**config.mk**
```make
export PLATFORM = sky130hd
export DESIGN_NAME = fuse_config_decoder
export DESIGN_NICKNAME = d
export VERILOG_FILES = /design/src/design/fuse_config_pkg.sv /design/src/design/fuse_load_if.sv /design/src/design/fuse_config_decoder.sv /design/src/design/fuse_loader.sv /design/src/design/startup_timer.sv
export VERILOG_INCLUDE_DIRS = /design/src /design/src/design
export SDC_FILE = /design/constraint.sdc
export NUM_CORES = 1
export LEC_CHECK = 0
export ABC_AREA = 0
export BUFFER_PORTS_ARGS = -buffer_cell sky130_fd_sc_hd__buf_2
export CAP_MARGIN = 5
export CORE_UTILIZATION = 54
export DETAILED_ROUTE_END_ITERATION = 8
export GPL_ROUTABILITY_DRIVEN = 1
export GPL_TIMING_DRIVEN = 0
export HOLD_SLACK_MARGIN = 0.02
export PLACE_DENSITY_LB_ADDON = 0.05
export SKIP_LAST_GASP = 1
export SLEW_MARGIN = 25
export SYNTH_ARGS = -nofsm -noshare
export SYNTH_HDL_FRONTEND = slang
export SYNTH_SLANG_ARGS = --single-unit
```
**constraint.sdc**
```tcl
create_clock -name ref_clk -period 2.6 [get_ports ref_clk]
set_input_delay 0.52 -clock ref_clk [delete_from_list [all_inputs] [get_ports ref_clk]]
set_output_delay 0.52 -clock ref_clk [all_outputs]
set_load 0.005 [all_outputs]
```
**src/design/fuse_config_defines.svh**
```systemverilog
`ifndef FUSE_CONFIG_DEFINES_SVH
`define FUSE_CONFIG_DEFINES_SVH

// Register indices; the APB byte address is four times the index.
`define FC_IDX_WDT 6'h00
`define FC_IDX_BOD 6'h01
`define FC_IDX_OSC 6'h02
`define FC_IDX_RSV3 6'h03
`define FC_IDX_RSV4 6'h04
`define FC_IDX_SYSA 6'h05
`define FC_IDX_START 6'h06
`define FC_IDX_APP 6'h07
`define FC_IDX_BOOT 6'h08
`define FC_IDX_RSV9 6'h09
`define FC_IDX_KEY 6'h0A
`define FC_IDX_TRIM 6'h10
`define FC_IDX_STATUS 6'h11
`define FC_FUSE_LAST 4'hA

// Field positions.
`define FC_LOCK_BIT 7
`define FC_FREQ_RNG 1:0
`define FC_CRC_RNG 7:6
`define FC_RETAIN_BIT 0
`define FC_START_RNG 2:0
`define FC_WIN_RNG 7:4
`define FC_PER_RNG 3:0
`define FC_TRIM_F_RNG 7:0
`define FC_TRIM_T_RNG 15:8

// Codes and reset values.
`define FC_FREQ_16 2'h1
`define FC_FREQ_20 2'h2
`define FC_OPEN_KEY 8'hC5
`define FC_RST_OSC 8'h02
`define FC_RST_SYSA 8'hC4
`define FC_RST_START 8'h07
`define FC_RST_ZERO 8'h00
`define FC_FLASH_BYTES 16'h1000

// Data space map.
`define FC_SIG_BASE 16'h1100
`define FC_FUSE_BASE 16'h1280
`define FC_USER_BASE 16'h1300
`define FC_REGION_SPAN 16'h0080

// Timing.
`define FC_MS_NS 1000000
`define FC_CLK_NS 8

`endif

```
**src/design/fuse_config_pkg.sv**
```systemverilog
package fuse_config_pkg;
  typedef enum logic [1:0] {CRC_FULL, CRC_BOOT, CRC_BOOT_CODE, CRC_NONE} crc_range_e;
  typedef enum logic [1:0] {LD_FETCH, LD_DONE} load_state_e;
  typedef enum logic [1:0] {TM_IDLE, TM_COUNT, TM_RUN} timer_state_e;
endpackage

```
**src/design/fuse_load_if.sv**
```systemverilog
`timescale 1ns/1ps
interface fuse_load_if;
  logic wrEn;
  logic [3:0] wrIdx;
  logic [7:0] wrData;
  logic done;
  modport loader(output wrEn, output wrIdx, output wrData, output done);
  modport sink(input wrEn, input wrIdx, input wrData, input done);
endinterface

```
**src/design/fuse_config_decoder.sv**
```systemverilog
`timescale 1ns/1ps
`include "fuse_config_defines.svh"
// Behaviour
// - At load the oscillator lock fuse bit becomes the calibration lock, 1 locking trim writes.
// - Frequency code 0x1 runs the main oscillator at 16 MHz and 0x2 at 20 MHz.
// - The frequency code picks which factory trim pair is loaded into the trim fields.
// - The CRC field selects full Flash, boot, boot plus code, or no scan.
// - A chip erase erases EEPROM when the retention bit is 0 and, on an open device, keeps it when 1.
// - A locked device always erases EEPROM on chip erase.
// - The start-up code selects 0, 1, 2, 4, 8, 16, 32 or 64 ms before code runs.
// - The code limit marks the end of boot plus application code in 256-byte blocks.
// - Flash above the code end is the application data section.
// - A code limit of 0x00 makes all Flash from the boot end onward application code.
// - The boot limit marks the end of the boot section in 256-byte blocks.
// - A boot limit of 0x00 makes the whole Flash the boot section.
// - The device is open only when the key byte equals 0xC5, else locked.
// - A locked device keeps the debug port off the system bus.
// - Fuses sit at 0x1280, the signature row at 0x1100 and the user row at 0x1300.
// - At load the watchdog window and period fields go to the watchdog control.
module fuse_config_decoder #(
  parameter int MS_CYCLES = `FC_MS_NS / `FC_CLK_NS
) (
  input logic ref_clk,
  input logic rst,
  input logic [7:0] paddr,
  input logic psel,
  input logic penable,
  input logic pwrite,
  input logic [31:0] pwdata,
  output logic [31:0] prdata,
  output logic pready,
  output logic pslverr,
  output logic fuseReq,
  output logic [3:0] fuseAddr,
  input logic fuseAck,
  input logic [7:0] fuseData,
  input logic [7:0] cal16FreqTrim,
  input logic [7:0] cal16TempTrim,
  input logic [7:0] cal20FreqTrim,
  input logic [7:0] cal20TempTrim,
  output logic configValid,
  output logic oscCalLock,
  output logic osc20MHz,
  output logic [7:0] oscFreqTrim,
  output logic [7:0] oscTempTrim,
  output fuse_config_pkg::crc_range_e crcScanRange,
  input logic chipErase,
  output logic eraseEeprom,
  output logic [15:0] bootEndAddr,
  output logic [15:0] appEndAddr,
  output logic [3:0] wdtWindow,
  output logic [3:0] wdtPeriod,
  output logic deviceOpen,
  input logic dbgBusReq,
  output logic dbgBusGrant,
  input logic [15:0] dataAddr,
  output logic selSigRow,
  output logic selFuse,
  output logic selUserRow,
  output logic codeRun
);
  import fuse_config_pkg::*;

  fuse_load_if ldBus();

  fuse_loader uLoader (
    .ref_clk(ref_clk),
    .rst(rst),
    .fuseReq(fuseReq),
    .fuseAddr(fuseAddr),
    .fuseAck(fuseAck),
    .fuseData(fuseData),
    .ld(ldBus.loader)
  );

  logic [7:0] fuse [0:10];
  logic [7:0] next_fuse [0:10];
  logic apply;
  logic next_configValid, next_oscCalLock, next_osc20MHz, next_deviceOpen;
  logic [7:0] next_oscFreqTrim, next_oscTempTrim, keyStage, next_keyStage;
  crc_range_e next_crcScanRange;
  logic retain, next_retain, next_eraseEeprom;
  logic [15:0] next_bootEndAddr, next_appEndAddr;
  logic [3:0] next_wdtWindow, next_wdtPeriod;
  logic [5:0] regIdx;
  logic wrHit;
  logic [31:0] next_prdata;
  logic next_pslverr;

  // Fuse shadow; only the loader writes it, so contents hold until the next reset.
  always_comb begin
    for (int i = 0; i <= 10; i++) begin
      next_fuse[i] = fuse[i];
    end
    if (ldBus.wrEn) begin
      next_fuse[ldBus.wrIdx] = ldBus.wrData;
    end
  end

  always_ff @(posedge ref_clk) begin
    if (rst) begin
      for (int i = 0; i <= 10; i++) begin
        fuse[i] <= `FC_RST_ZERO;
      end
      fuse[2] <= `FC_RST_OSC;
      fuse[5] <= `FC_RST_SYSA;
      fuse[6] <= `FC_RST_START;
    end else begin
      for (int i = 0; i <= 10; i++) begin
        fuse[i] <= next_fuse[i];
      end
    end
  end

  assign apply = ldBus.done & ~configValid;
  assign regIdx = paddr[7:2];
  assign wrHit = psel & penable & pwrite;

  always_comb begin
    next_configValid = configValid;
    next_oscCalLock = oscCalLock;
    next_osc20MHz = osc20MHz;
    next_oscFreqTrim = oscFreqTrim;
    next_oscTempTrim = oscTempTrim;
    next_crcScanRange = crcScanRange;
    next_retain = retain;
    next_deviceOpen = deviceOpen;
    next_bootEndAddr = bootEndAddr;
    next_appEndAddr = appEndAddr;
    next_wdtWindow = wdtWindow;
    next_wdtPeriod = wdtPeriod;
    next_keyStage = keyStage;
    if (apply) begin
      next_configValid = 1'b1;
      next_oscCalLock = fuse[2][`FC_LOCK_BIT];
      if (fuse[2][`FC_FREQ_RNG] == `FC_FREQ_16) begin
        next_osc20MHz = 1'b0;
      end else if (fuse[2][`FC_FREQ_RNG] == `FC_FREQ_20) begin
        next_osc20MHz = 1'b1;
      end
      next_oscFreqTrim = next_osc20MHz ? cal20FreqTrim : cal16FreqTrim;
      next_oscTempTrim = next_osc20MHz ? cal20TempTrim : cal16TempTrim;
      next_crcScanRange = crc_range_e'(fuse[5][`FC_CRC_RNG]);
      next_retain = fuse[5][`FC_RETAIN_BIT];
      next_deviceOpen = (fuse[10] == `FC_OPEN_KEY);
      next_keyStage = fuse[10];
      next_bootEndAddr = (fuse[8] == 8'h00) ? `FC_FLASH_BYTES : {fuse[8], 8'h00};
      next_appEndAddr = (fuse[7] == 8'h00) ? `FC_FLASH_BYTES : {fuse[7], 8'h00};
      next_wdtWindow = fuse[0][`FC_WIN_RNG];
      next_wdtPeriod = fuse[0][`FC_PER_RNG];
    end else if (wrHit && configValid) begin
      if (regIdx == `FC_IDX_TRIM && !oscCalLock) begin
        next_oscFreqTrim = pwdata[`FC_TRIM_F_RNG];
        next_oscTempTrim = pwdata[`FC_TRIM_T_RNG];
      end
      // An APB write to the key register updates the staged key; the lock state keeps its load value.
      if (regIdx == `FC_IDX_KEY) begin
        next_keyStage = pwdata[7:0];
      end
    end
  end

  always_ff @(posedge ref_clk) begin
    if (rst) begin
      configValid <= 1'b0;
      oscCalLock <= 1'b0;
      osc20MHz <= 1'b1;
      oscFreqTrim <= 8'h00;
      oscTempTrim <= 8'h00;
      crcScanRange <= CRC_NONE;
      retain <= 1'b0;
      deviceOpen <= 1'b0;
      bootEndAddr <= `FC_FLASH_BYTES;
      appEndAddr <= `FC_FLASH_BYTES;
      wdtWindow <= 4'h0;
      wdtPeriod <= 4'h0;
      keyStage <= `FC_RST_ZERO;
    end else begin
      configValid <= next_configValid;
      oscCalLock <= next_oscCalLock;
      osc20MHz <= next_osc20MHz;
      oscFreqTrim <= next_oscFreqTrim;
      oscTempTrim <= next_oscTempTrim;
      crcScanRange <= next_crcScanRange;
      retain <= next_retain;
      deviceOpen <= next_deviceOpen;
      bootEndAddr <= next_bootEndAddr;
      appEndAddr <= next_appEndAddr;
      wdtWindow <= next_wdtWindow;
      wdtPeriod <= next_wdtPeriod;
      keyStage <= next_keyStage;
    end
  end

  always_comb begin
    next_eraseEeprom = chipErase & (~retain | ~deviceOpen);
  end

  always_ff @(posedge ref_clk) begin
    if (rst) begin
      eraseEeprom <= 1'b0;
    end else begin
      eraseEeprom <= next_eraseEeprom;
    end
  end

  assign dbgBusGrant = dbgBusReq & deviceOpen & configValid;

  assign selSigRow = (dataAddr >= `FC_SIG_BASE) && (dataAddr < `FC_SIG_BASE + `FC_REGION_SPAN);
  assign selFuse = (dataAddr >= `FC_FUSE_BASE) && (dataAddr < `FC_FUSE_BASE + `FC_REGION_SPAN);
  assign selUserRow = (dataAddr >= `FC_USER_BASE) &&
                      (dataAddr < `FC_USER_BASE + `FC_REGION_SPAN);

  startup_timer #(
    .MS_CYCLES(MS_CYCLES)
  ) uTimer (
    .ref_clk(ref_clk),
    .rst(rst),
    .start(apply),
    .code(fuse[6][`FC_START_RNG]),
    .codeRun(codeRun)
  );

  // Read data is captured in the setup cycle, so every access finishes in one wait-free cycle.
  always_comb begin
    next_prdata = prdata;
    next_pslverr = 1'b0;
    if (psel && !penable) begin
      next_prdata = 32'h00000000;
      case (regIdx)
        `FC_IDX_WDT, `FC_IDX_OSC, `FC_IDX_SYSA, `FC_IDX_START, `FC_IDX_APP,
        `FC_IDX_BOOT: begin
          next_prdata = {24'h000000, fuse[regIdx[3:0]]};
        end
        `FC_IDX_KEY: begin
          next_prdata = {24'h000000, keyStage};
        end
        `FC_IDX_BOD, `FC_IDX_RSV3, `FC_IDX_RSV4, `FC_IDX_RSV9: begin
          next_prdata = 32'h00000000;
        end
        `FC_IDX_TRIM: begin
          next_prdata = {16'h0000, oscTempTrim, oscFreqTrim};
        end
        `FC_IDX_STATUS: begin
          next_prdata = {24'h000000, crcScanRange, 1'b0, codeRun, oscCalLock, osc20MHz,
                         deviceOpen, configValid};
        end
        default: begin
          next_pslverr = 1'b1;
        end
      endcase
    end else if (psel && penable) begin
      next_pslverr = pslverr;
    end
  end

  always_ff @(posedge ref_clk) begin
    if (rst) begin
      prdata <= 32'h00000000;
      pslverr <= 1'b0;
    end else begin
      prdata <= next_prdata;
      pslverr <= next_pslverr;
    end
  end

  assign pready = penable;

  property p_lock_copy;
    @(posedge ref_clk) disable iff (rst)
    apply |=> (oscCalLock == $past(fuse[2][`FC_LOCK_BIT]));
  endproperty
  a_lock_copy: assert property (p_lock_copy) else $error("lock bit not copied");

  property p_freq16;
    @(posedge ref_clk) disable iff (rst)
    apply && fuse[2][`FC_FREQ_RNG] == `FC_FREQ_16
      |=> !osc20MHz && oscFreqTrim == $past(cal16FreqTrim);
  endproperty
  a_freq16: assert property (p_freq16) else $error("16 MHz select wrong");

  property p_freq_reserved;
    @(posedge ref_clk) disable iff (rst)
    apply && fuse[2][`FC_FREQ_RNG] != `FC_FREQ_16 && fuse[2][`FC_FREQ_RNG] != `FC_FREQ_20
      |=> $stable(osc20MHz);
  endproperty
  a_freq_reserved: assert property (p_freq_reserved) else $error("reserved code acted");

  property p_crc;
    @(posedge ref_clk) disable iff (rst)
    configValid |-> crcScanRange == crc_range_e'(fuse[5][`FC_CRC_RNG]);
  endproperty
  a_crc: assert property (p_crc) else $error("scan range mismatch");

  property p_locked_erase;
    @(posedge ref_clk) disable iff (rst)
    chipErase && configValid && !deviceOpen |=> eraseEeprom;
  endproperty
  a_locked_erase: assert property (p_locked_erase) else $error("locked erase kept EEPROM");

  property p_retain;
    @(posedge ref_clk) disable iff (rst)
    chipErase && deviceOpen && retain ##1 !apply |-> !eraseEeprom;
  endproperty
  a_retain: assert property (p_retain) else $error("retained EEPROM erased");

  property p_key;
    @(posedge ref_clk) disable iff (rst)
    configValid |-> deviceOpen == (fuse[10] == `FC_OPEN_KEY);
  endproperty
  a_key: assert property (p_key) else $error("open state mismatch");

  property p_dbg_block;
    @(posedge ref_clk) disable iff (rst)
    !deviceOpen |-> !dbgBusGrant;
  endproperty
  a_dbg_block: assert property (p_dbg_block) else $error("debug reached bus while locked");

  property p_boot_whole;
    @(posedge ref_clk) disable iff (rst)
    configValid && fuse[8] == 8'h00 |-> bootEndAddr == `FC_FLASH_BYTES;
  endproperty
  a_boot_whole: assert property (p_boot_whole) else $error("boot end not whole Flash");

  property p_wdt;
    @(posedge ref_clk) disable iff (rst)
    configValid |-> wdtWindow == fuse[0][`FC_WIN_RNG] && wdtPeriod == fuse[0][`FC_PER_RNG];
  endproperty
  a_wdt: assert property (p_wdt) else $error("watchdog fields wrong");

  property p_hold;
    @(posedge ref_clk) disable iff (rst)
    configValid |=> configValid && $stable(bootEndAddr) && $stable(deviceOpen);
  endproperty
  a_hold: assert property (p_hold) else $error("decoded values moved");
endmodule

```
**src/design/fuse_loader.sv**
```systemverilog
`timescale 1ns/1ps
`include "fuse_config_defines.svh"
module fuse_loader (
  input logic ref_clk,
  input logic rst,
  output logic fuseReq,
  output logic [3:0] fuseAddr,
  input logic fuseAck,
  input logic [7:0] fuseData,
  fuse_load_if.loader ld
);
  import fuse_config_pkg::*;
  load_state_e state, next_state;
  logic [3:0] idx, next_idx;

  // Fuse bytes are fetched once per reset; after the last one the loader rests.
  always_comb begin
    next_state = state;
    next_idx = idx;
    case (state)
      LD_FETCH: begin
        if (fuseAck) begin
          if (idx == `FC_FUSE_LAST) begin
            next_state = LD_DONE;
          end else begin
            next_idx = idx + 4'h1;
          end
        end
      end
      LD_DONE: begin
      end
      default: next_state = LD_FETCH;
    endcase
  end

  always_ff @(posedge ref_clk) begin
    if (rst) begin
      state <= LD_FETCH;
      idx <= 4'h0;
    end else begin
      state <= next_state;
      idx <= next_idx;
    end
  end

  assign fuseReq = (state == LD_FETCH);
  assign fuseAddr = idx;
  assign ld.wrEn = fuseReq & fuseAck;
  assign ld.wrIdx = idx;
  assign ld.wrData = fuseData;
  assign ld.done = (state == LD_DONE);
endmodule

```
**src/design/startup_timer.sv**
```systemverilog
`timescale 1ns/1ps
module startup_timer #(
  parameter int MS_CYCLES = 125000
) (
  input logic ref_clk,
  input logic rst,
  input logic start,
  input logic [2:0] code,
  output logic codeRun
);
  import fuse_config_pkg::*;
  timer_state_e state, next_state;
  logic [16:0] pre, next_pre;
  logic [6:0] msLeft, next_msLeft;

  always_comb begin
    next_state = state;
    next_pre = pre;
    next_msLeft = msLeft;
    case (state)
      TM_IDLE: begin
        if (start) begin
          next_pre = 17'h00000;
          next_msLeft = (code == 3'h0) ? 7'h00 : (7'h01 << (code - 3'h1));
          next_state = (code == 3'h0) ? TM_RUN : TM_COUNT;
        end
      end
      TM_COUNT: begin
        if (pre == 17'(MS_CYCLES - 1)) begin
          next_pre = 17'h00000;
          next_msLeft = msLeft - 7'h01;
          if (msLeft == 7'h01) begin
            next_state = TM_RUN;
          end
        end else begin
          next_pre = pre + 17'h00001;
        end
      end
      TM_RUN: begin
      end
      default: next_state = TM_IDLE;
    endcase
  end

  always_ff @(posedge ref_clk) begin
    if (rst) begin
      state <= TM_IDLE;
      pre <= 17'h00000;
      msLeft <= 7'h00;
    end else begin
      state <= next_state;
      pre <= next_pre;
      msLeft <= next_msLeft;
    end
  end

  assign codeRun = (state == TM_RUN);
endmodule

```
==> results.txt, run 1 <==
* Status: complete, no violations
- Sorting the synthesized cells by area gives the leading types as sky130_fd_sc_hd__dfxtp_1 (40%), sky130_fd_sc_hd__nand2_1 (7.9%), sky130_fd_sc_hd__a21oi_1 (7.1%), sky130_fd_sc_hd__nand3_1 (6.2%), sky130_fd_sc_hd__clkbuf_1 (3.2%).
- Met3 wire length: 2.52 mm
- The worst register-to-register path has a setup slack of 210 ps.
- The region available for standard cell placement spans 16500 sq um.
- For the worst setup path, the data required time is 2970 ps.
- The number of max-slew violations in the final report was 0.
- Share of the synthesized area in the top cell type: 40.4%
* Sequential area share after synthesis: 40.4%
- First-pass GRT wire length: 46.8 mm
- Cells with a size suffix above 1 make up 19.2% of the layout.
- At the end of the flow, the number of nets in the layout was 1431.
- In the detailed route, the total length drawn on met2 is 14.3 mm.
- From synthesis to final layout, the design area changed by 18.5%.
- The number of setup buffers added after CTS is 0.
- For this block, wires on met1 add up to 12.6 mm.
- Overall power consumption after layout is estimated at 5.87 mW.
* Post-detailed-routing wire length: 30.4 mm
* Reg-to-reg endpoint: wdtPeriod[3]$_SDFFE_PP0P_
* Pre-CTS worst setup slack: 76.8 ps
- Initial antenna violation count: 1
* Die ar.: 17400 sq um
- For the worst flop-to-flop path, the logic depth is 5.
- The critical path in this run is classified as reg2reg.
- Global routing consumed, over all layers together, 34.9% of the routing resources.
- From left edge to right edge, the die measures 132 microns.
- Post-CTS clock slew at the launch and capture registers of the worst setup and hold paths: 70 ps
- The critical path starts at uLoader.state[0]$_SDFFE_PP0P_.
- For this run, design rule violations remaining after detail routing come to 0.
- TritonCTS built the clock tree.
- The die is 132 microns tall.
- Starting density of the core: 55.2%
* Initial detailed-routing violation count: 1042
- The H-tree was split into 4 levels.
- Register Area: 3680 sq um
- Clock buffer count from CTS: 17
- Synthesized netlist cell count: 1121
- RSZ-0062 raised after global routing: no
- Most common cell after layout, fill and taps aside: sky130_fd_sc_hd__nand2_1
- Setup WS post-layout: 205 ps
- Mean number of vias per cell: 6.05
- In this run the worst path has a maximum fanout of 10.
- Dividing the synthesized area by the synthesized cell count gives 8.14 sq um.
- Number of sinks handled by clock tree synthesis: 184
- Worst min-delay path category: in2reg
- The synthesized design spends more area on one cell type than any other, namely sky130_fd_sc_hd__dfxtp_1.
- The floorplan has 47 rows.
- Across the run, the number of max-cap violations was 0.
- In this run the critical register-to-register path is launched from uLoader.state[0]$_SDFFE_PP0P_.
- The layout has 1532 filler cells.
- Via count: 9388
- Buffer cell driving the clock tree root: sky130_fd_sc_hd__clkbuf_16
- In this run, distinct cell masters in the synthesized netlist total 74.
* Number of port buffers: 148
* Highest metal layer used by the detailed router: met4
- Clock Tree Buf Depth: 2
- LEAKAGE: 4.10 nW
- STA classifies the critical path startpoint as a register.
- Peak supply drop: 0.502 mV
- Post-Syn Area: 9130 sq um
- At the pin with the least slew margin, the transition time is 899 ps.
- Post-route ant nets: 0
- Relative slew slack: 39.2%
* Crit end category: register
- In this run, synthesis produced a sequential element count of 184.
- Along the worst hold path, the cell count comes to 2.
- Synthesis warning total: 0
- Data on the critical path arrives at its endpoint at 2760 ps.
- Gates resized during post-CTS repair numbered 0.
* Via count of the first global-routing pass: 8317
* Number of enable-type register cells in the synthesized netlist: 0
- IO Count: 211
- Number of buffers inserted for hold repair after clock tree synthesis: 0
- Final GP Congestion: 1.01
* Highest Clock Rate: 418 MHz
* Period Utilization, post-route: 92.1%
- Skew final: 11.5 ps
- For the worst-skew pair, the clock arrives at the later sink with an insertion delay of 440 ps.
* Total grt overflow: 0
- The pre-antenna-repair detailed-routing pass consisted of 6 iterations.
* Power per Cell Area: 543 nW/um^2
- Finish-stage setup viols: 0
- After legalization and detailed placement, the total HPWL measured 22.6 mm.
* Synth Flop Type: sky130_fd_sc_hd__dfxtp_1
- Share of flip-flops with an asynchronous set or reset: 0%
* Commonest cells after routing, fill and taps aside: sky130_fd_sc_hd__nand2_1 (191), sky130_fd_sc_hd__dfxtp_1 (184), sky130_fd_sc_hd__buf_2 (152)
- Area of combinational cells with multiple inputs: 4810 sq um
- In this run the worst setup path terminates at wdtPeriod[3]$_SDFFE_PP0P_.
- Accumulated negative setup slack: 0 ps
* Final Hold Vio Count: 0
- After detailed routing, the average wire length per cell comes to 19.6 microns.
- Final period demand of the worst path: 2390 ps
* Largest net degree at the start of global routing: 17
[sequential cells by signal, indices dropped and copies added (netlist names), 2 cells and up]
register          cells
wdtWindow             4
prdata               16
uTimer.state          2
bootEndAddr           8
appEndAddr            8
uTimer.msLeft         7
wdtPeriod             4
crcScanRange          2
keyStage              8
oscFreqTrim           8
uLoader.fuseAddr      4
uTimer.pre           17
oscTempTrim           8
fuse                 80
[Yosys cell counts (all sizes together) (6+ instances only)]
master    n
clkbuf   78
nor2     45
inv      28
a31oi     6
a311oi    6
ha        8
nor3     17
nand3   113
and3     22
o32ai    18
dfxtp   184
nand4    14
a22oi    19
a32o      6
o211ai    9
nor4      6
nand2b   13
buf      50
nor4b     6
mux4     11
a21oi   129
nand2   192
o21ai     9
nor2b    10
a221oi    9
mux2i     6
a211oi   25
or4       7
[per-stage QoR]
step	util [%]	hold WS, ps	cell area [sq um]	cells
floorplan	-	431	9240	1152
global placement	62.1	436	10300	1520
detailed placement	62.1	440	10300	1520
CTS	65.4	298	10800	1551
global route	65.4	318	10800	1552
finish	65.4	304	10800	1552
[cell families (layout without fill, tap and decap cells)]
group	Yosys count	count (layout)	synth area share [%]
AND/OR/NAND/NOR	478	478	25.7
AO/OA/AOI/OAI	268	268	20.3
flip-flops	184	184	40.4
buffers and inverters	156	335	8.20
multiplexers	20	20	3.74
adder cells (fa/ha/maj)	8	8	1.10
XOR/XNOR	6	6	0.576
other	1	33	0.0411
[power by group]
part / leakage, nW / switching [mW] / total (mW) / internal (mW)
sequential: 1.48 / 0.0228 / 2.86 / 2.84
combinational: 2.35 / 0.332 / 0.509 / 0.176
clock: 0.266 / 1.17 / 2.50 / 1.33
total: 4.10 / 1.52 / 5.87 / 4.35
[critical path, stage by stage (launching register included)]
cell                       delay, ps
sky130_fd_sc_hd__dfxtp_1         550
sky130_fd_sc_hd__nor2b_1         350
sky130_fd_sc_hd__clkbuf_1        550
sky130_fd_sc_hd__buf_1           540
sky130_fd_sc_hd__nand2_1         170
sky130_fd_sc_hd__a21oi_1         160
[cell type report]
class / count / share of cell area [%]
flip-flops and latches: 184 / 34.1
clock inverters: 12 / 1.10
diodes: 1 / 0.0231
multi-input cells: 812 / 44.5
plain buffers: 128 / 5.95
inverters: 28 / 0.972
repair buffers: 148 / 6.85
well taps: 220 / 2.55
clock buffers: 19 / 4.00
[worst min path at each step]
stage / startpoint / endpoint / slack (ps)
6_report: chipErase / eraseEeprom$_SDFF_PP0_ / 300
3_3_place_gp: prdata[11]$_SDFFE_PP0P_ / prdata[11]$_SDFFE_PP0P_ / 440
3_5_place_dp: prdata[11]$_SDFFE_PP0P_ / prdata[11]$_SDFFE_PP0P_ / 440
5_1_grt: chipErase / eraseEeprom$_SDFF_PP0_ / 320
4_1_cts: chipErase / eraseEeprom$_SDFF_PP0_ / 300
2_1_floorplan: fuse[9][0]$_SDFFE_PP0P_ / fuse[9][0]$_SDFFE_PP0P_ / 430
[metal layers]
metal / global-route usage (%) / up-vias
met5: 0 / -
met2: 56.2 / 507
met3: 5.77 / 64
met4: 14.9 / 0
met1: 46.3 / 4429
li1: - / 4388
Note: power is estimated with default switching activity, not from simulation.
==> run 2: changes to the inputs <==
--- a/config.mk
+++ b/config.mk
@@ -9,7 +9,7 @@
 export ABC_AREA = 0
 export BUFFER_PORTS_ARGS = -buffer_cell sky130_fd_sc_hd__buf_2
 export CAP_MARGIN = 5
-export CORE_UTILIZATION = 54
+export CORE_UTILIZATION = 55
 export DETAILED_ROUTE_END_ITERATION = 8
 export GPL_ROUTABILITY_DRIVEN = 1
 export GPL_TIMING_DRIVEN = 0
@@ -19,4 +19,5 @@
 export SLEW_MARGIN = 25
 export SYNTH_ARGS = -nofsm -noshare
 export SYNTH_HDL_FRONTEND = slang
+export SYNTH_HIERARCHICAL = 1
 export SYNTH_SLANG_ARGS = --single-unit
==> run 2 against run 1 <==
Register-to-register slack got worse by 160 ps. Largest cell class unchanged. Clock power grew 12%. Sequential power increased by 6%.
==> results.txt, run 2 <==
- The flow ran to the end, and the final reports show no timing, DRC or antenna violations.
- A synthesized cell averages 8.78 sq um.
* Initial detailed-routing violation count: 806
- At the end of the flow the core is filled with cells to 67.3%.
- In this run, the clock network consumes 43.1% of the power.
- Clock-pin slew was measured on the worst setup and hold paths at 70 ps.
- Of the post-synthesis cell area, the dominant cell type holds 40.3%.
* Floorplan die width: 134 microns
* Switching Power: 1.65 mW
* Finish-stage setup viols: 0
* Worst min-delay path category: in2reg
* Area Growth Syn to Fin: 18.2%
* First-pass GRT wire length: 43.3 mm
- Post-CTS Setup Inserts: 0
* Most frequent cells after synthesis: sky130_fd_sc_hd__dfxtp_1 (192), sky130_fd_sc_hd__mux2i_1 (136), sky130_fd_sc_hd__nor2_1 (127)
- Net switching fraction of the power: 25.3%
* Top cell type by total area after synthesis: sky130_fd_sc_hd__dfxtp_1
- After global routing the overflow that remains totals 0.
- Peak supply drop: 0.499 mV
* Post-Layout Cell Count: 1512
* RSZ-0062 raised after global routing: no
- Final GP Congestion: 0.918
- In this run the count of I/O pins placed on the die edge is 211.
- For this run, the total global-route usage over all layers was measured as 31.5%.
- Number of sinks handled by clock tree synthesis: 192
* Post-synthesis cell type count: 76
- Of the cells placed in the final design, the portion with a size suffix greater than 1 is 21.4%.
- Share of flip-flops with an asynchronous set or reset: 0%
- Die span in y: 134 microns
- Relative slew slack: 39.0%
- Leaving out fill and tap cells, the most frequent cells in the layout are sky130_fd_sc_hd__dfxtp_1 (192), sky130_fd_sc_hd__buf_2 (153), sky130_fd_sc_hd__mux2i_1 (136).
- Most frequent cell after synthesis: sky130_fd_sc_hd__dfxtp_1
* Final Max Slew Viols: 0
* Highest Clock Rate: 392 MHz
* TritonCTS clock tree: yes
* Top cells by area, synth: sky130_fd_sc_hd__dfxtp_1 (40%), sky130_fd_sc_hd__mux2i_1 (14%), sky130_fd_sc_hd__nor2_1 (5.0%), sky130_fd_sc_hd__nand2_1 (4.8%), sky130_fd_sc_hd__buf_4 (3.7%)
- Buffer cell driving the clock tree root: sky130_fd_sc_hd__clkbuf_16
- Maximum fanout encountered on the critical timing path: 10
- At the later pin of the worst-skew pair, clock insertion delay measures 440 ps.
- In this run, the combinational gates consume 10.3% of the power.
* Synthesized netlist cell count: 1087
* Skew final: 7.40 ps
- Once routing completed, OpenROAD measured the worst setup slack at 49.5 ps.
* LEAKAGE: 4.86 nW
* DR DRC count: 0
- Cells on Worst Hold Path: 2
* Largest net degree at the start of global routing: 17
- STA classifies the critical path endpoint as a register.
* Number of maximum-capacitance constraint violations: 0
* Final period demand of the worst path: 2550 ps
- After synthesis, flip-flops and latches occupy 40.3% of the total area.
* Critical Setup Path Class: reg2reg
* Post-detailed-routing wire length: 28.1 mm
* Largest registers: fuse: 88 flops, uTimer/pre: 17 flops, prdata: 16 flops
* Min-Delay Endpoint: fuse[6][2]$_SDFFE_PP1P_
* Largest register by flop count: fuse
* Worst endpoint data arrival time: 2860 ps
- Including well taps, the total number of placed cells is 1481.
- After floorplanning, the core was divided into 47 placement rows.
* Number of gates given a new drive strength after cts: 2
* Worst R2R Setup Slack: 50 ps
* Synthesis warning total: 6
* Clock buffer count from CTS: 17
- Period Utilization, post-route: 98.1%
* Starting density of the core: 56.9%
- Via count: 8657
- The worst hold path begins at fuseData[2].
- The number of global-route vias before repair came to 8003.
- Total Nets Final: 1389
* Htree depth: 4
* Slowest cell on crit path: sky130_fd_sc_hd__or4bb_1
* FF-to-FF path depth: 7
- Required time of the critical path: 2910 ps
- In this run, flip-flops and latches consume 46.7% of the power.
- The initial antenna violation count came to 0.
- In this run, synthesis inferred 0 flip-flops with an integrated enable.
- The internal portion of the total power is 4.85 mW.
- The core region is 16800 sq um.
- Buffers placed on the I/O ports in this run total 143.
- Mean number of vias per cell: 5.73
- The worst register-to-register path begins at uTimer/pre[0]$_SDFFE_PP0P_.
- CP startpoint kind: register
* Die ar.: 17900 sq um
* CP cell instances: ha_1, or4bb_1, or4_1, buf_6, clkbuf_1, a32oi_1, nor2_1
* Final design area excluding fillers: 11300 sq um
* Final antenna diode count: 0
- The register with the most flip-flops in the layout has 88 of them.
- For this design, the CTS-stage hold fixing added 0 buffers.
* Post-detailed-route wirelength per cell: 18.6 microns
- Most common cell after layout, fill and taps aside: sky130_fd_sc_hd__dfxtp_1
- Synthesis inferred 192 register bits.
- The hold violation total from the final report was 0.
- Post-Syn Area: 9540 sq um
* Pre-CTS worst setup slack: -177 ps
* Largest incremental delay on the critical path: 540 ps
- The endpoint identified for the worst register-to-register timing path is uTimer/pre[1]$_SDFFE_PP0P_.
* TritonRoute pass-1 iters: 6
* Post-route ant nets: 0
- The placed instances occupy a cell area of 10600 sq um.
- Half-perimeter wire length after placement: 20.6 mm
- The clock passes through at most 2 buffers.
- Pin slew with the least headroom to its limit: 908 ps
- For this run, the leading register cell type out of synthesis is sky130_fd_sc_hd__dfxtp_1.
- Power per Cell Area: 576 nW/um^2
## run 2: cell count changes after synthesis, sizes merged, moves of 13 or more
cell,change
a22o,+16
o21ai,+14
a21oi,-62
inv,-13
buf,+24
o32ai,-15
clkbuf,-28
nand3,-78
and3,-19
nor2,+86
nand2,-69
mux2i,+130
a211oi,-21
## run 2: cell type report
cell class	instances	area [sq um]
Sequential cell	192	3840
Timing Repair Buffer	143	716
Multi-Input combinational cell	786	5040
Fill cell	1481	5480
Clock inverter	11	154
Inverter	16	72.6
Tap cell	220	275
Clock buffer	21	470
Buffer	123	706
## run 2: cell families after synthesis
kind of cell	Yosys count	share of synthesized area, %
buffers and inverters	140	8.17
xor gates and xnor gates	3	0.275
AOI/OAI and AO/OA	200	14.7
and+or+nand+nor	400	20.4
muxes	145	15.3
adders and majority gates	6	0.787
DFF	192	40.3
other	1	0.0393
## run 2: per-stage QoR
| step | setup TNS, ps | total power [mW] | hold slack, ps |
|---|---|---|---|
| after floorplan | 0 | 3.53 | 410 |
| after global routing | 0 | 6.69 | 293 |
| after CTS | 0 | 6.49 | 289 |
| after global placement | -1590 | 3.75 | 436 |
| after detailed placement | -1690 | 3.75 | 444 |
| final | 0 | 6.49 | 292 |
## run 2: worst max path at each step
| stage | from | end | cells after the start |
|---|---|---|---|
| 6_report | uTimer/pre[0]$_SDFFE_PP0P_ | uTimer/pre[1]$_SDFFE_PP0P_ | 7 |
| 2_1_floorplan | uTimer/pre[0]$_SDFFE_PP0P_ | uTimer/msLeft[5]$_SDFFE_PP0P_ | 6 |
| 3_3_place_gp | uTimer/pre[0]$_SDFFE_PP0P_ | uTimer/msLeft[0]$_SDFFE_PP0P_ | 5 |
| 5_1_grt | uTimer/pre[0]$_SDFFE_PP0P_ | uTimer/msLeft[0]$_SDFFE_PP0P_ | 5 |
| 4_1_cts | configValid$_SDFFE_PP0P_ | uTimer/msLeft[3]$_SDFFE_PP0P_ | 8 |
| 3_5_place_dp | configValid$_SDFFE_PP0P_ | uTimer/msLeft[3]$_SDFFE_PP0P_ | 8 |
## run 2: power by group through the flow
stage                     sequential, mW  clock (mW)  combinational, mW
after detailed placement            3.10           0              0.653
after floorplan                     3.08           0              0.446
after CTS                           3.03        2.80              0.658
final                               3.03        2.80              0.666
after global routing                3.03        2.93              0.727
after global placement              3.09           0              0.650
## run 2: critical path: cells and delay by family (launching register included)
kind | cells | cell delay (ps)
simple gates | 3 | 1030
flops | 1 | 440
buf+inv | 2 | 430
compound gates | 1 | 270
fa+ha+maj | 1 | 250
## run 2: metal layers
metal / global-route usage (%) / vias to the layer above / part of all wire, %
li1: - / 4180 / -
met2: 53.9 / 365 / 48
met4: 10.2 / 0 / 2.2
met1: 40.1 / 4068 / 43
met5: 0 / - / 0
met3: 5.59 / 44 / 6.9
==> run 3: changes to the inputs <==
--- a/config.mk
+++ b/config.mk
@@ -15,6 +15,7 @@
 export GPL_TIMING_DRIVEN = 0
 export HOLD_SLACK_MARGIN = 0.02
 export PLACE_DENSITY_LB_ADDON = 0.05
+export REMOVE_ABC_BUFFERS = 1
 export SKIP_LAST_GASP = 1
 export SLEW_MARGIN = 25
 export SYNTH_ARGS = -nofsm -noshare
==> constraint.sdc (replaced) <==
create_clock -name ref_clk -period 2.6 [get_ports ref_clk]
set_input_delay 0.52 -clock ref_clk [delete_from_list [all_inputs] [get_ports ref_clk]]
set_output_delay 0.52 -clock ref_clk [all_outputs]
set_load 0.05 [all_outputs]
==> run 3 against run 2 <==
Sequential power about the same. Cell area decreased by 4.2%. Routed wire length decreased by 11%. Power increased by 0.49%. Clock skew increased by 3.4 ps. Register-to-register slack improved by 70 ps. Non-clock buffer count decreased by 109. Maximum frequency increased by 2.9%.
==> results.txt, run 3 (synthesized netlist as in run 2, its figures left out) <==
- Post-route ant nets: 0
- Worst endpoint data arrival time: 2800 ps
- STA classifies the critical path startpoint as a register.
- Later-pin clock latency in the skew report: 430 ps
* Floorplan die width: 134 microns
- The first routing iteration left 574 violations.
- Commonest cells after routing, fill and taps aside: sky130_fd_sc_hd__dfxtp_1 (190), sky130_fd_sc_hd__buf_2 (152), sky130_fd_sc_hd__mux2i_1 (136)
- TritonCTS clock tree: yes
- Measured against its own limit, the worst slew margin works out to 33.6%.
* Via count: 8237
- In this run the worst hold path is classified as in2reg.
* Post-detailed-route wirelength per cell: 17.8 microns
- In this run the cell area measured after placement is 10100 sq um.
* Skew final: 10.8 ps
- Final hold analysis gives a worst-case slack of 313 ps.
- The number of global-route vias before repair is 7481.
- Data on the critical path is required at its endpoint by 2920 ps.
* Slowest cell on crit path: sky130_fd_sc_hd__or4_4
* Site Rows: 47
- After clock tree synthesis, the clock-pin slew on the worst setup and hold paths is 60 ps.
* Pwr Total: 6.53 mW
* Area inside the core boundary: 16800 sq um
* Buffer cell driving the clock tree root: sky130_fd_sc_hd__clkbuf_16
- Across all register-to-register paths, the minimum setup slack is 120 ps.
- The hold violation total from the final report was 0.
- The first global-routing pass estimated 39.2 mm of wire.
* Clock Tree Buf Depth: 2
* Initial antenna violation count: 2
- Accumulated negative setup slack: 0 ps
- At the pin with the least slew margin, the transition time is 996 ps.
* Die span in y: 134 microns
- The tree built by TritonCTS fans out to 192 sinks.
- Period Utilization, post-route: 95.4%
- Based on the critical path, the design can be clocked at up to 403 MHz.
* LEAKAGE: 4.55 nW
* Finish-stage setup viols: 0
- The die covers 17900 sq um.
- Ranked by flip-flop count, first place goes to fuse.
- The run finished with clean final reports.
* Pre-CTS worst setup slack: -739 ps
- The register with the most flip-flops in the layout has 88 of them.
* Total grt overflow: 0
- Number of maximum-capacitance constraint violations: 0
- Of the cells placed in the final design, the portion with a size suffix greater than 1 is 20.4%.
- In the final design database the tool counted 1283 nets.
* Maximum fanout encountered on the critical timing path: 8
* Mean number of vias per cell: 5.86
* Largest incremental delay on the critical path: 590 ps
- Post-detailed-routing wire length: 25.1 mm
- The count of buffers added on input and output ports is 153.
- Critical Setup Path Class: reg2reg
- 211 I/O pins were placed.
- The number of clock buffers added by TritonCTS is 17.
- RSZ-0062 raised after global routing: no
* Power per Cell Area: 604 nW/um^2
- Half-perimeter wire length after placement: 16.1 mm
* Htree depth: 4
* Largest registers: fuse: 88 flops, uTimer/pre: 17 flops, prdata: 16 flops
* CP cell instances: ha_2, or4bb_4, or4_4, a211o_1, a32o_1
- Global routing consumed, over all layers together, 27.9% of the routing resources.
* Final Max Slew Viols: 0
* TritonRoute pass-1 iters: 5
- Once the floorplan was initialized, standard cells occupied 56.9% of the core.
* DR DRC count: 0
- The worst-case IR drop observed on VDD is 0.471 mV.
- Relative to the synthesized area, the layout overhead comes to 13.2%.
- Once layout is done, the placed cells without fillers occupy 10800 sq um.
- Crit end category: register
* Most common cell after layout, fill and taps aside: sky130_fd_sc_hd__dfxtp_1
- The congestion estimate from routability-driven global placement came to 0.834.
- Across all setup checks in the final design, the least slack found is 120 ps.
- Largest net degree at the start of global routing: 109
* Final period demand of the worst path: 2480 ps
[run 3: cell count changes in the layout (fill, tap and decap cells not counted), sizes merged, moves of 2 or more]
cell / delta
clkbuf: -51
diode: +2
nand2b: +2
clkinv: -3
buf: -60
inv: +2
[run 3: layout make-up]
cell class                      instances  area, sq um
Fill cell                            1473         5960
Multi-Input combinational cell        789         5130
Sequential cell                       192         3850
Timing Repair Buffer                  157          833
Clock buffer                           19          453
Tap cell                              220          275
Clock inverter                         11          176
Inverter                               16         80.1
Antenna cell                            2         5.00
[run 3: final timing paths]
kind / start / cells past startpoint / to
worst min register to register: retain$_SDFFE_PP0P_ / 1 / eraseEeprom$_SDFF_PP0_
worst max register to register: uTimer/pre[1]$_SDFFE_PP0P_ / 5 / uTimer/msLeft[5]$_SDFFE_PP0P_
worst max-delay path: uTimer/pre[1]$_SDFFE_PP0P_ / 5 / uTimer/msLeft[5]$_SDFFE_PP0P_
worst min-delay path: chipErase / 3 / eraseEeprom$_SDFF_PP0_
[run 3: metrics by stage]
step                cells  util, %
finish               1406     64.5
CTS                  1400     64.1
global placement     1367     59.6
detailed placement   1369     60.1
global route         1406     64.5
floorplan             994        -
[run 3: where the power goes]
part	internal (mW)	total, mW	switching [mW]
Clock	1.66	2.82	1.15
Sequential	2.99	3.03	0.0475
Combinational	0.206	0.673	0.467
[run 3: layer usage]
metal	share of wire [%]	global-route usage, %	vias up
met5	0	0	-
met4	2.3	9.66	0
met3	5.2	4.68	38
met2	48	47.1	294
met1	45	35.8	3924
li1	-	-	3981
[run 3: timing repair]
action	CTS	global route
buffers inserted	0	2
endpoints found under the setup margin	48	39
cloned	1	2
gates resized for setup	5	9
hold buffers	0	0
pin swaps	0	1
[run 3: worst max-delay path, delay by kind of cell (launching register included)]
| family | cells | cell delay, ps |
|---|---|---|
| and+or+nand+nor | 2 | 1170 |
| adders and majority gates | 1 | 240 |
| AOI/OAI and AO/OA | 2 | 580 |
| DFF | 1 | 390 |
